## src/verilog/mpu_defs.svh

```systemverilog
`ifndef MPU_DEFS_SVH
`define MPU_DEFS_SVH

// writable bits of each programming register, all others read as zero
`define BASE_WMASK 32'hffff_ffe0
`define SIZE_WMASK 32'h0000_ff3f
`define ACR_WMASK  32'h0000_173f
`define NUM_WMASK  32'h0000_000f

// field positions
`define BASE_LSB   5
`define EN_BIT     0
`define SIZE_LSB   1
`define SUB_LSB    8
`define AP_LSB     8
`define XN_BIT     12
`define ATTR_W     6

// reset values
`define REG_RST    32'h0000_0000
`define RGN_RST    4'h0

// smallest legal size code (256 bytes); 5'h1f is 4 GB
`define SIZE_MIN   5'h07
`define SIZE_MAX   5'h1f

// permission field encodings
`define AP_NONE    3'h0
`define AP_PRIV_RW 3'h1
`define AP_USER_RO 3'h2
`define AP_FULL    3'h3
`define AP_PRIV_RO 3'h5
`define AP_ALL_RO  3'h6

`endif

```

## src/verilog/mpu_pkg.sv

```systemverilog
package mpu_pkg;

  // which programming register a coprocessor transfer addresses
  typedef enum logic [1:0] {
    SEL_BASE,
    SEL_SIZE,
    SEL_ACR,
    SEL_NUM
  } reg_sel_t;

  typedef logic [31:0] word_t;

endpackage

```

## src/verilog/region_store.sv

```systemverilog
`timescale 1ns/1ps
`include "mpu_defs.svh"

module region_store
  import mpu_pkg::*;
#(
  parameter int NUM_REGIONS = 16
) (
  input  wire logic                        clk,
  input  wire logic                        rst_n,
  input  wire logic                        ce,
  input  wire logic                        wr_en,
  input  wire reg_sel_t                    wr_sel,
  input  wire logic [3:0]                  wr_idx,
  input  wire word_t                       wr_data,
  input  wire logic                        rd_en,
  input  wire logic                        rd_priv,
  input  wire reg_sel_t                    rd_sel,
  input  wire logic [3:0]                  rd_idx,
  output word_t      [NUM_REGIONS-1:0]     base_v,
  output word_t      [NUM_REGIONS-1:0]     size_v,
  output word_t      [NUM_REGIONS-1:0]     acr_v,
  output word_t                            rd_data
);

  typedef struct packed {
    word_t [NUM_REGIONS-1:0] base;
    word_t [NUM_REGIONS-1:0] size;
    word_t [NUM_REGIONS-1:0] acr;
    word_t                   rd;
  } store_t;

  store_t cur;
  store_t next_s;
  logic   wr_ok;
  logic   rd_ok;

  // the region index is four bits wide, so at most sixteen regions fit
  generate
    if (NUM_REGIONS < 1 || NUM_REGIONS > 16) begin : g_bad_count
      $error("NUM_REGIONS out of range for a four-bit index");
    end
  endgenerate

  // indexes past the built region count are dropped on write, read as zero;
  // the number register itself reads back what was written into it, past the count too, on privileged reads
  assign wr_ok = wr_en && (32'(wr_idx) < NUM_REGIONS);
  assign rd_ok = rd_priv && (rd_sel == SEL_NUM || 32'(rd_idx) < NUM_REGIONS);

  // writes land in the selected region; reserved bits never stored
  always_comb begin
    next_s = cur;
    if (wr_ok) begin
      unique case (wr_sel)
        SEL_BASE: next_s.base[wr_idx] = wr_data & `BASE_WMASK;
        SEL_SIZE: next_s.size[wr_idx] = wr_data & `SIZE_WMASK;
        SEL_ACR:  next_s.acr[wr_idx]  = wr_data & `ACR_WMASK;
        SEL_NUM:  next_s.base[wr_idx] = cur.base[wr_idx];
      endcase
    end
    if (rd_en) begin
      next_s.rd = `REG_RST;
      if (rd_ok) begin
        unique case (rd_sel)
          SEL_BASE: next_s.rd = cur.base[rd_idx];
          SEL_SIZE: next_s.rd = cur.size[rd_idx];
          SEL_ACR:  next_s.rd = cur.acr[rd_idx];
          SEL_NUM:  next_s.rd = {28'h0000000, rd_idx};
        endcase
      end
    end
  end

  // every region leaves reset disabled
  always_ff @(posedge clk or negedge rst_n) begin
    if (!rst_n) begin
      cur <= '0;
    end else if (ce) begin
      cur <= next_s;
    end
  end

  assign base_v  = cur.base;
  assign size_v  = cur.size;
  assign acr_v   = cur.acr;
  assign rd_data = cur.rd;

endmodule // region_store

```

## src/verilog/region_memory_protection_unit.sv

```systemverilog
`timescale 1ns/1ps
`include "mpu_defs.svh"

module region_memory_protection_unit
  import mpu_pkg::*;
#(
  parameter int NUM_REGIONS = 16
) (
  input  wire logic              CORE_CLK,
  input  wire logic              RST_N,
  input  wire logic              CE,
  input  wire logic              MPU_ENABLE,
  input  wire logic              REG_WR,
  input  wire logic              REG_RD,
  input  wire logic              REG_PRIV,
  input  wire reg_sel_t          REG_SEL,
  input  wire word_t             REG_WDATA,
  output word_t                  REG_RDATA,
  output logic                   REG_ACK,
  output logic                   REG_ERR,
  input  wire logic              ACC_VALID,
  input  wire word_t             ACC_ADDR,
  input  wire logic              ACC_WRITE,
  input  wire logic              ACC_FETCH,
  input  wire logic              ACC_PRIV,
  input  wire logic              ACC_TCM,
  output logic                   ACC_DONE,
  output logic                   ACC_PERM_FAULT,
  output logic                   ACC_BG_FAULT,
  output logic [`ATTR_W-1:0]     ACC_ATTR,
  output logic                   ACC_HIT,
  output logic [3:0]             ACC_REGION
);

  // only the two documented build sizes are served
  generate
    if (NUM_REGIONS != 12 && NUM_REGIONS != 16) begin : g_bad_count
      $error("NUM_REGIONS must be 12 or 16");
    end
  endgenerate

  typedef struct packed {
    logic [3:0]        rgn;
    logic              done;
    logic              perm_fault;
    logic              bg_fault;
    logic [`ATTR_W-1:0] attr;
    logic              hit;
    logic [3:0]        hit_rgn;
    logic              reg_ack;
    logic              reg_err;
  } state_t;

  state_t                   cur;
  state_t                   next_s;
  word_t [NUM_REGIONS-1:0]  base_v;
  word_t [NUM_REGIONS-1:0]  size_v;
  word_t [NUM_REGIONS-1:0]  acr_v;
  logic  [NUM_REGIONS-1:0]  hit_vec;
  logic                     found;
  logic  [3:0]              win;
  word_t                    win_acr;
  logic                     st_wr;
  logic                     st_rd;

  // permission decode; reserved codes grant nothing
  function automatic logic perm_ok(input logic [2:0] ap, input logic priv, input logic wr);
    logic ok;
    ok = 1'b0;
    case (ap)
      `AP_NONE:    ok = 1'b0;
      `AP_PRIV_RW: ok = priv;
      `AP_USER_RO: ok = priv | !wr;
      `AP_FULL:    ok = 1'b1;
      `AP_PRIV_RO: ok = priv & !wr;
      `AP_ALL_RO:  ok = !wr;
      default:     ok = 1'b0;
    endcase
    return ok;
  endfunction

  // region match; illegal small size codes never match, a safe reading of an unpredictable case
  function automatic logic region_hit(input word_t base, input word_t size, input word_t addr);
    logic [4:0] code;
    word_t      mask;
    word_t      shifted;
    logic [2:0] sub;
    logic       hit;
    code    = size[`SIZE_LSB +: 5];
    mask    = 32'hffff_ffff << ({1'b0, code} + 6'h01);
    shifted = addr >> (code - 5'h02);
    sub     = shifted[2:0];
    hit     = size[`EN_BIT] && (code >= `SIZE_MIN)
              && ((addr & mask) == (base & mask))
              && !size[`SUB_LSB + 32'(sub)];
    return hit;
  endfunction

  region_store #(
    .NUM_REGIONS (NUM_REGIONS)
  ) u_store (
    .clk     (CORE_CLK),
    .rst_n   (RST_N),
    .ce      (CE),
    .wr_en   (st_wr),
    .wr_sel  (REG_SEL),
    .wr_idx  (cur.rgn),
    .wr_data (REG_WDATA),
    .rd_en   (st_rd),
    .rd_priv (REG_PRIV),
    .rd_sel  (REG_SEL),
    .rd_idx  (cur.rgn),
    .base_v  (base_v),
    .size_v  (size_v),
    .acr_v   (acr_v),
    .rd_data (REG_RDATA)
  );

  // base, size and access words always go to the region picked by the number register
  assign st_wr = CE && REG_WR && REG_PRIV && (REG_SEL != SEL_NUM);
  assign st_rd = CE && REG_RD;

  // every region compares in parallel, so one access resolves in one cycle
  generate
    for (genvar g = 0; g < NUM_REGIONS; g++) begin : g_match
      assign hit_vec[g] = region_hit(base_v[g], size_v[g], ACC_ADDR);
    end
  endgenerate

  // later regions override earlier ones
  always_comb begin
    found = 1'b0;
    win   = 4'h0;
    for (int i = 0; i < NUM_REGIONS; i++) begin
      if (hit_vec[i]) begin
        found = 1'b1;
        win   = 4'(i);
      end
    end
    win_acr = acr_v[win];
  end

  // access verdict and register handshake
  always_comb begin
    next_s         = cur;
    next_s.done    = 1'b0;
    next_s.reg_ack = 1'b0;
    next_s.reg_err = 1'b0;
    if (ACC_VALID) begin
      next_s.done       = 1'b1;
      next_s.hit        = found;
      next_s.hit_rgn    = win;
      next_s.perm_fault = 1'b0;
      next_s.bg_fault   = 1'b0;
      next_s.attr       = '0;
      if (MPU_ENABLE) begin
        if (!found) begin
          next_s.bg_fault = 1'b1;
        end else begin
          // a fetch is a read and also needs the execute-never bit clear
          next_s.perm_fault = !perm_ok(win_acr[`AP_LSB +: 3], ACC_PRIV, ACC_WRITE && !ACC_FETCH)
                              || (ACC_FETCH && win_acr[`XN_BIT]);
          next_s.attr       = ACC_TCM ? '0 : win_acr[`ATTR_W-1:0];
        end
      end
    end
    if (REG_WR || REG_RD) begin
      if (!REG_PRIV) begin
        next_s.reg_err = 1'b1;
      end else begin
        next_s.reg_ack = 1'b1;
        if (REG_WR && REG_SEL == SEL_NUM) begin
          next_s.rgn = REG_WDATA[3:0];
        end
      end
    end
  end

  // single state register, frozen while the clock enable is low
  always_ff @(posedge CORE_CLK or negedge RST_N) begin
    if (!RST_N) begin
      cur <= '0;
    end else if (CE) begin
      cur <= next_s;
    end
  end

  assign REG_ACK        = cur.reg_ack;
  assign REG_ERR        = cur.reg_err;
  assign ACC_DONE       = cur.done;
  assign ACC_PERM_FAULT = cur.perm_fault;
  assign ACC_BG_FAULT   = cur.bg_fault;
  assign ACC_ATTR       = cur.attr;
  assign ACC_HIT        = cur.hit;
  assign ACC_REGION     = cur.hit_rgn;
endmodule // region_memory_protection_unit

```

## config.mk

```make
export PLATFORM = sky130hd
export DESIGN_NAME = region_memory_protection_unit
export DESIGN_NICKNAME = d
export VERILOG_FILES = /design/src/verilog/mpu_pkg.sv /design/src/verilog/region_store.sv /design/src/verilog/region_memory_protection_unit.sv
export VERILOG_INCLUDE_DIRS = /design/src /design/src/verilog
export SDC_FILE = /design/constraint.sdc
export NUM_CORES = 2
export LEC_CHECK = 0
export BUFFER_PORTS_ARGS = -buffer_cell sky130_fd_sc_hd__buf_4
export CAP_MARGIN = 0
export CORE_ASPECT_RATIO = 0.8
export CORE_MARGIN = 8
export CORE_UTILIZATION = 60
export CTS_BUF_LIST = sky130_fd_sc_hd__clkbuf_4
export CTS_CLUSTER_DIAMETER = 80
export CTS_CLUSTER_SIZE = 24
export DETAILED_ROUTE_END_ITERATION = 12
export HOLD_SLACK_MARGIN = 0.15
export PLACE_DENSITY = 0.77
export SYNTH_ARGS = -nofsm -noshare
export SYNTH_HDL_FRONTEND = slang
export SYNTH_SLANG_ARGS = --single-unit
```

## constraint.sdc

```tcl
create_clock -name CORE_CLK -period 9.15 [get_ports CORE_CLK]
set_input_delay 0.4575 -clock CORE_CLK [delete_from_list [all_inputs] [get_ports CORE_CLK]]
set_output_delay 0.4575 -clock CORE_CLK [all_outputs]
set_load 0.05 [all_outputs]
```

# ---- After elaboration in Yosys (flattened, before gate mapping)
# Index checks and enable logic that the tools add are counted.
dict set report word_totals {
  reg_bits 1588
  in_bits 78
  out_inout_bits 48
  elab_cells 410
}
dict set report classes {
  add_sub_neg 48
  order_cmp 35
  n_eq_ne 25
  shifts 32
  n_mux 93
  bitwise_logic 34
  reduce_logical 85
}
# operator n
set ops {}
lappend ops {{bitwise mux 512 bit} 4}
lappend ops {{bitwise AND 32 bit} 32}
lappend ops {{case mux 512 bit (2 select lines)} 1}
lappend ops {{binary-select mux 32 bit (select 4 bit)} 4}
lappend ops {{== test 32 bit} 16}
lappend ops {{left shift 32 x 6 -> 32 bit, first input constant} 16}
lappend ops {{>> shifter 32 x 5 -> 3 bit} 16}
lappend ops {{two-way mux 32 bit} 5}
lappend ops {{demux 32 bit (select 4 bit)} 1}
lappend ops {{case mux 32 bit (4 select lines)} 1}
lappend ops {{adder 5 x 1 -> 6 bit, second input constant} 16}
lappend ops {{< comparator 5 x 6 -> 1 bit, second input constant} 16}
lappend ops {{adder 4 x 3 -> 5 bit, first input constant} 16}
lappend ops {{binary-select mux 1 bit (select 5 bit)} 16}
lappend ops {{greater-or-equal comparator 5 x 3 -> 1 bit, second input constant} 16}
lappend ops {{subtractor 5 x 2 -> 5 bit, second input constant} 16}
lappend ops {{logical AND 1 bit} 56}
lappend ops {{two-way mux 4 bit} 14}
lappend ops {{two-way mux 1 bit} 40}
lappend ops {{zero test 1 bit} 19}
lappend ops {{two-way mux 14 bit} 1}
lappend ops {{two-way mux 13 bit} 1}
lappend ops {{two-way mux 6 bit} 2}
lappend ops {{< comparator 4 x 5 -> 1 bit, second input constant} 2}
lappend ops {{18 further kinds} 25}

# ---- Depth between registers and ports, before layout
dict set report depth {
  ltp_word 34
  mapped_depth 25
  depth_no_buf 19
}

# ---- Modules after synthesis
# A second synthesis with hierarchy kept.
dict set report hier_totals {
  cells_unflattened 7510
  hier_area_um2 79844.1
}
# mod instances cells_per_inst area_per_inst_um2 seq_area_each_um2
set modules_own_cells {}
lappend modules_own_cells {region_store 1 4061 50375.8 23222.3}
lappend modules_own_cells {region_memory_protection_unit 1 3449 29468.3 500.5}

# ---- Worst setup path after synthesis
# Ideal clock, no wire load.
dict set report synth_path {
  path_type {register to register}
  startpoint {register u_store.cur (netlist bit u_store.size_v[66])}
  endpoint {register cur (netlist bit ACC_PERM_FAULT)}
  setup_ns 0.129
  arrival_ns 5.618
  required_time_ns 9.021
  path_slack_ns 3.403
  path_stages_with_launch 23
  n_path_buf 4
  synth_period_minus_slack_ns 5.747
  path_cell_list {dfrtp_1 -> clkbuf_1 -> clkbuf_1 -> inv_1 -> ha_1 -> clkbuf_1 -> mux4_2 -> mux4_2 -> nor2b_1 -> o2111ai_1 -> o221ai_1 -> a211oi_1 -> a2111oi_0 -> nor3_1 -> nor3_2 -> o311ai_4 -> and2_4 -> buf_6 -> mux2_2 -> a221o_1 -> a21o_1 -> a221oi_2 -> a211oi_2}
}
dict set report synth_via {
  elab_chain_len 32
  elab_cells_between_ends 59
}
# element line
set synth_lines {}
lappend synth_lines {{start, declared} region_store.sv:33} ;# store_t cur;
lappend synth_lines {{start signal, assigned} region_store.sv:79} ;# cur <= next_s;
lappend synth_lines {{subtractor 5 x 2 -> 5 bit} region_memory_protection_unit.sv:91} ;# shifted = addr >> (code - 5'h02);
lappend synth_lines {{>> shifter 32 x 5 -> 3 bit} region_memory_protection_unit.sv:91}
lappend synth_lines {{adder 4 x 3 -> 5 bit (no line)} -}
lappend synth_lines {{binary-select mux 1 bit (select 5 bit)} region_memory_protection_unit.sv:95} ;# && !size[`SUB_LSB + 32'(sub)];
lappend synth_lines {{two-way mux 1 bit} region_memory_protection_unit.sv:95}
lappend synth_lines {{zero test 1 bit} region_memory_protection_unit.sv:95}
lappend synth_lines {{logical AND 1 bit *} region_memory_protection_unit.sv:93} ;# hit = size[`EN_BIT] && (code >= `SIZE_MIN)
lappend synth_lines {{two-way mux 4 bit (14 in series)} region_memory_protection_unit.sv:135} ;# if (hit_vec[i]) begin
lappend synth_lines {{[... 3 more ...]} -}
lappend synth_lines {{case mux 1 bit (5 select lines)} region_memory_protection_unit.sv:70} ;# case (ap)
lappend synth_lines {{two-way mux 1 bit} region_memory_protection_unit.sv:157} ;# if (!found) begin
lappend synth_lines {{two-way mux 1 bit} region_memory_protection_unit.sv:156} ;# if (MPU_ENABLE) begin
lappend synth_lines {{two-way mux 1 bit} region_memory_protection_unit.sv:149} ;# if (ACC_VALID) begin
lappend synth_lines {{zero test 1 bit} region_memory_protection_unit.sv:161} ;# next_s.perm_fault = !perm_ok(win_acr[`AP_LSB +: 3], ACC_PRIV, ACC_WRITE && !ACC_FETCH)
lappend synth_lines {{logical OR 1 bit} region_memory_protection_unit.sv:161}
lappend synth_lines {{two-way mux 1 bit *} region_memory_protection_unit.sv:157}
lappend synth_lines {{two-way mux 8 bit *} region_memory_protection_unit.sv:156}
lappend synth_lines {{end signal, assigned} region_memory_protection_unit.sv:184} ;# cur <= next_s;
lappend synth_lines {{end, declared} region_memory_protection_unit.sv:54} ;# state_t cur;
# Every way passes the cells marked *; elsewhere a longest branch is shown, timed or not. The select of a mux whose other input is x is not followed.
# A chain may end at the register's enable or synchronous reset.

# ---- Final worst setup path
dict set report layout_path {
  startpoint {register u_store.cur (netlist bit u_store.size_v[162])}
  endpoint {register cur (netlist bit ACC_PERM_FAULT)}
}
dict set report layout_via {
  elab_chain_len 29
  elab_cells_between_ends 53
}
# element line
set layout_lines {}
lappend layout_lines {{subtractor 5 x 2 -> 5 bit} region_memory_protection_unit.sv:91}
lappend layout_lines {{>> shifter 32 x 5 -> 3 bit} region_memory_protection_unit.sv:91}
lappend layout_lines {{adder 4 x 3 -> 5 bit (no line)} -}
lappend layout_lines {{binary-select mux 1 bit (select 5 bit)} region_memory_protection_unit.sv:95}
lappend layout_lines {{two-way mux 1 bit} region_memory_protection_unit.sv:95}
lappend layout_lines {{zero test 1 bit} region_memory_protection_unit.sv:95}
lappend layout_lines {{logical AND 1 bit *} region_memory_protection_unit.sv:93}
lappend layout_lines {{two-way mux 4 bit (11 in series)} region_memory_protection_unit.sv:135}
lappend layout_lines {{[... 3 more ...]} -}
lappend layout_lines {{case mux 1 bit (5 select lines)} region_memory_protection_unit.sv:70}
lappend layout_lines {{two-way mux 1 bit} region_memory_protection_unit.sv:157}
lappend layout_lines {{two-way mux 1 bit} region_memory_protection_unit.sv:156}
lappend layout_lines {{two-way mux 1 bit} region_memory_protection_unit.sv:149}
lappend layout_lines {{zero test 1 bit} region_memory_protection_unit.sv:161}
lappend layout_lines {{logical OR 1 bit} region_memory_protection_unit.sv:161}
lappend layout_lines {{two-way mux 1 bit *} region_memory_protection_unit.sv:157}
lappend layout_lines {{two-way mux 8 bit *} region_memory_protection_unit.sv:156}
# Marks and branches as above.

==> metrics.md <==
| Metric | Value |
|---|---|
| Outcome | `finished clean` |
| Worst reg2reg path startpoint | `u_store.size_v[162]$_DFFE_PN0P_` |
| Routed wire length per instance | `34.5 um` |
| Clock Latency Late Sink | `between 1 and 1.5 ns` |
| GRT Total Usage | `a little over 40%` |
| Cells resized by post-CTS repair | `0` |
| Drt pass-1 iters | `8` |
| Largest net degree at the start of global routing | `185` |
| Mapped Area | `around 69000 sq um` |
| Post-synth EDFFs | `0` |
| Syn nets | `around 6500` |
| Main flop type after synthesis | `dfrtp_1` |
| Initial Util | `about three fifths` |
| Max Clk Rate | `between 0.1 and 0.15 GHz` |
| Clock Path Buffers | `3` |
| Postcts setup bufs | `0` |
| Die Area | `~130000 sq um` |
| Yosys reg bits | `between 900 and 1000` |
| Final hold violation count | `0` |
| Slew Viols, Final | `0` |
| Commonest non-fill, non-tap cell in the layout | `dfrtp_1` |
| Min-delay src | `CE` |
| Max-cap viol count | `0` |
| CP endpoint kind | `flop` |
| R2R setup slack | `between 1 and 1.5 ns` |
| 1st-iter DRT viols | `9270` |
| Minimum clock period after layout | `roughly 8.1 ns` |
| Vias post-DR | `57500` |
| Net count reported at finish | `between 6000 and 7000` |
| Worst-Margin Slew | `around 1.4 ns` |
| Root buf cell | `clkbuf_4` |
| Ys async rst share | `100%` |
| Initial antenna violation count | `20` |
| GPL Wtd Cong | `1.05` |
| Chip width | `396 um` |
| Syn Inst Count | `6335` |
| Hold_buf cts | `58` |
| Setup TNS Final | `0 ns` |
| I/O Pins | `~130` |
| Layout cells sized above 1 | `24.2%` |
| Worst hold slack | `between 0.2 and 0.25 ns` |
| Static Leak | `between 30 and 40 nW` |
| Cell variety after synth | `101` |
| TritonCTS clock tree | `done` |
| HP Class | `input port to flop` |
| HPWL after DPL | `around 180000 um` |
| IO buf count | `~130` |
| Worst vdd rail ir drop | `about 140 uV` |
| Global-route wire length before repair | `roughly 380000 um` |
| Required time at the worst-slack endpoint | `just over 10 ns` |
| Global route overflow | `0` |
| Clock slew at reported path FFs | `approximately 0.25 ns` |
| CP startpoint | `u_store.size_v[162]$_DFFE_PN0P_` |
| Most frequent cells in the layout | `dfrtp_1 (938), mux4_2 (616), a21oi_1 (595), nor2_1 (585), mux2_2 (428)` |
| Layout area overhead | `4.33%` |
| Period utilisation layout | `about nine tenths` |
| Skew final | `between 0.08 and 0.09 ns` |
| Kind of critical path | `flop to flop` |
| Die height | `320 um` |
| Worst EP arrival | `roughly 9 ns` |
| Vias in the first global route | `between 50000 and 60000` |
| FP Rows | `approximately 110` |
| Register area share after synthesis | `between 30% and 40%` |
| Detailed Route WL | `264000 um` |
| RSZ-0062 raised after global routing | `false` |
| CP startpoint kind | `flop` |
| H-tree depth | `2` |
| P per Cell Area | `approximately 160 nW/um^2` |
| Worst slew margin | `under 10%` |
| Total CTS buffers | `between 50 and 60` |
| Crit path max fanout | `between 40 and 50` |
| Clock tree sinks | `roughly 950` |
| # setup viols final | `0` |
| Drt via density | `between 7 and 8` |
| Synthesized area per cell | `10.9 sq um` |
| Synth warn | `0` |
| # DRC | `0` |
| Antenna viol nets, final | `0` |
| CORE AREA | `roughly 110000 sq um` |
## path summary, 6_finish.rpt
kind,end,depth (start not counted)
worst max register to register,ACC_PERM_FAULT$_DFFE_PN0P_,21
worst min register to register,u_store.rd_data[14]$_DFFE_PN0P_,2
max in group asynchronous,cur[17]$_DFFE_PN0P_,5
min in group asynchronous,u_store.base_v[128]$_DFFE_PN0P_,4
worst max-delay path,ACC_PERM_FAULT$_DFFE_PN0P_,21
worst min-delay path,REG_ERR$_DFFE_PN0P_,3
## Yosys cell counts (10+ instances only)
cell type | instances | area (sq um)
a2111oi_0 | 24 | 210
a211o_1 | 12 | 105
a211oi_1 | 36 | 270
a21boi_0 | 16 | 120
a21o_1 | 13 | 97.6
a21oi_1 | 595 | 2980
a221o_1 | 10 | 100
a221oi_1 | 17 | 149
a22o_1 | 31 | 272
a22oi_1 | 36 | 270
a311oi_1 | 10 | 87.6
a31oi_1 | 33 | 206
a32oi_1 | 11 | 96.3
a41oi_1 | 10 | 87.6
and2_1 | 22 | 138
and3_1 | 17 | 106
buf_1 | 84 | 315
buf_2 | 147 | 736
buf_4 | 26 | 195
clkbuf_1 | 386 | 1450
dfrtp_1 | 948 | 23700
ha_1 | 98 | 1230
inv_1 | 114 | 428
mux2_2 | 428 | 4820
mux2i_1 | 319 | 3190
mux4_2 | 616 | 13900
nand2_1 | 274 | 1030
nand2b_1 | 34 | 213
nand3_1 | 83 | 415
nand4_1 | 35 | 219
nor2_1 | 586 | 2200
nor2b_1 | 125 | 782
nor3_1 | 68 | 340
nor4_1 | 26 | 163
o2111ai_1 | 11 | 96.3
o211ai_1 | 10 | 75.1
o21ai_0 | 171 | 856
o221ai_1 | 16 | 140
o22ai_1 | 34 | 213
o2bb2ai_1 | 11 | 96.3
o31ai_1 | 26 | 195
xnor2_1 | 325 | 2850
xor2_1 | 255 | 2230
## sequential cells by signal (all words and copies together), names as in the netlist
name             flops
cur                  4
u_store.rd_data     32
u_store.size_v     224
ACC_ATTR             6
u_store.base_v     512
ACC_PERM_FAULT       1
REG_ERR              1
ACC_BG_FAULT         1
ACC_HIT              1
ACC_DONE             1
ACC_REGION           4
u_store.acr_v      160
REG_ACK              1
## per-stage QoR
step | worst slack, ns | std cells | util, % | cell area (sq um) | power (mW)
after floorplan | 3.40 | 6335 | - | 69200 | 8.11
after global placement | 2.43 | 7494 | 61.8 | 70700 | 9.58
after detailed placement | 2.23 | 7494 | 61.8 | 70700 | 9.67
after CTS | 1.38 | 7631 | 63.0 | 72100 | 11.6
after global routing | 0.892 | 7633 | 63.0 | 72100 | 12.2
final | 1.09 | 7651 | 63.1 | 72200 | 11.8
## power breakdown
| group | internal (mW) | switching, mW | total [mW] |
|---|---|---|---|
| logic | 1.97 | 2.74 | 4.71 |
| registers | 4.60 | 0.553 | 5.15 |
| clock network | 0.480 | 1.51 | 1.99 |
| total | 7.05 | 4.79 | 11.8 |
## worst max-delay path, stage by stage, from the launching register on
cell and delay, ns:
dfrtp_1 0.86, inv_2 0.25, ha_1 0.28, xnor2_1 0.60, buf_4 0.29, mux4_2 0.52
mux4_2 0.52, nor2b_1 0.16, a22oi_1 0.23, a311oi_1 0.14, a31oi_1 0.67, a211o_1 0.26
a31o_4 0.36, buf_4 0.69, or2_0 0.22, o221ai_1 0.12, a221o_1 0.32, o21ai_0 0.16
nand2_1 0.08, dlygate4sd3_1 0.58, a211oi_2 0.17, dlygate4sd3_1 0.56
## layout make-up
| cell class | instances | area [sq um] |
|---|---|---|
| multi-input combinational | 4620 | 42400 |
| fill | 8910 | 42300 |
| sequential | 948 | 23700 |
| timing repair buffer | 340 | 2850 |
| tap | 1525 | 1910 |
| inverter | 119 | 447 |
| clock buffer | 57 | 428 |
| clock inverter | 22 | 355 |
| antenna | 20 | 50.0 |
## cells by family after synthesis
group	synth area share, %
buffers and inverters	4.61
xor gates and xnor gates	7.37
DFF	34.3
muxes	32.0
AOI/OAI and AO/OA	11.1
adders and majority gates	1.79
and+or+nand+nor	8.84
## per-layer routing
metal | part of all wire (%) | routed length (um) | up-vias | GRT usage [%]
met5 | 0.099 | 262 | - | 0
met4 | 7.5 | 19900 | 24 | 23.2
met3 | 17 | 44400 | 1160 | 18.9
met2 | 40 | 107000 | 4926 | 55.6
met1 | 35 | 92500 | 28500 | 52.3
li1 | - | - | 22900 | -
Power figures use the tool's default switching activity.
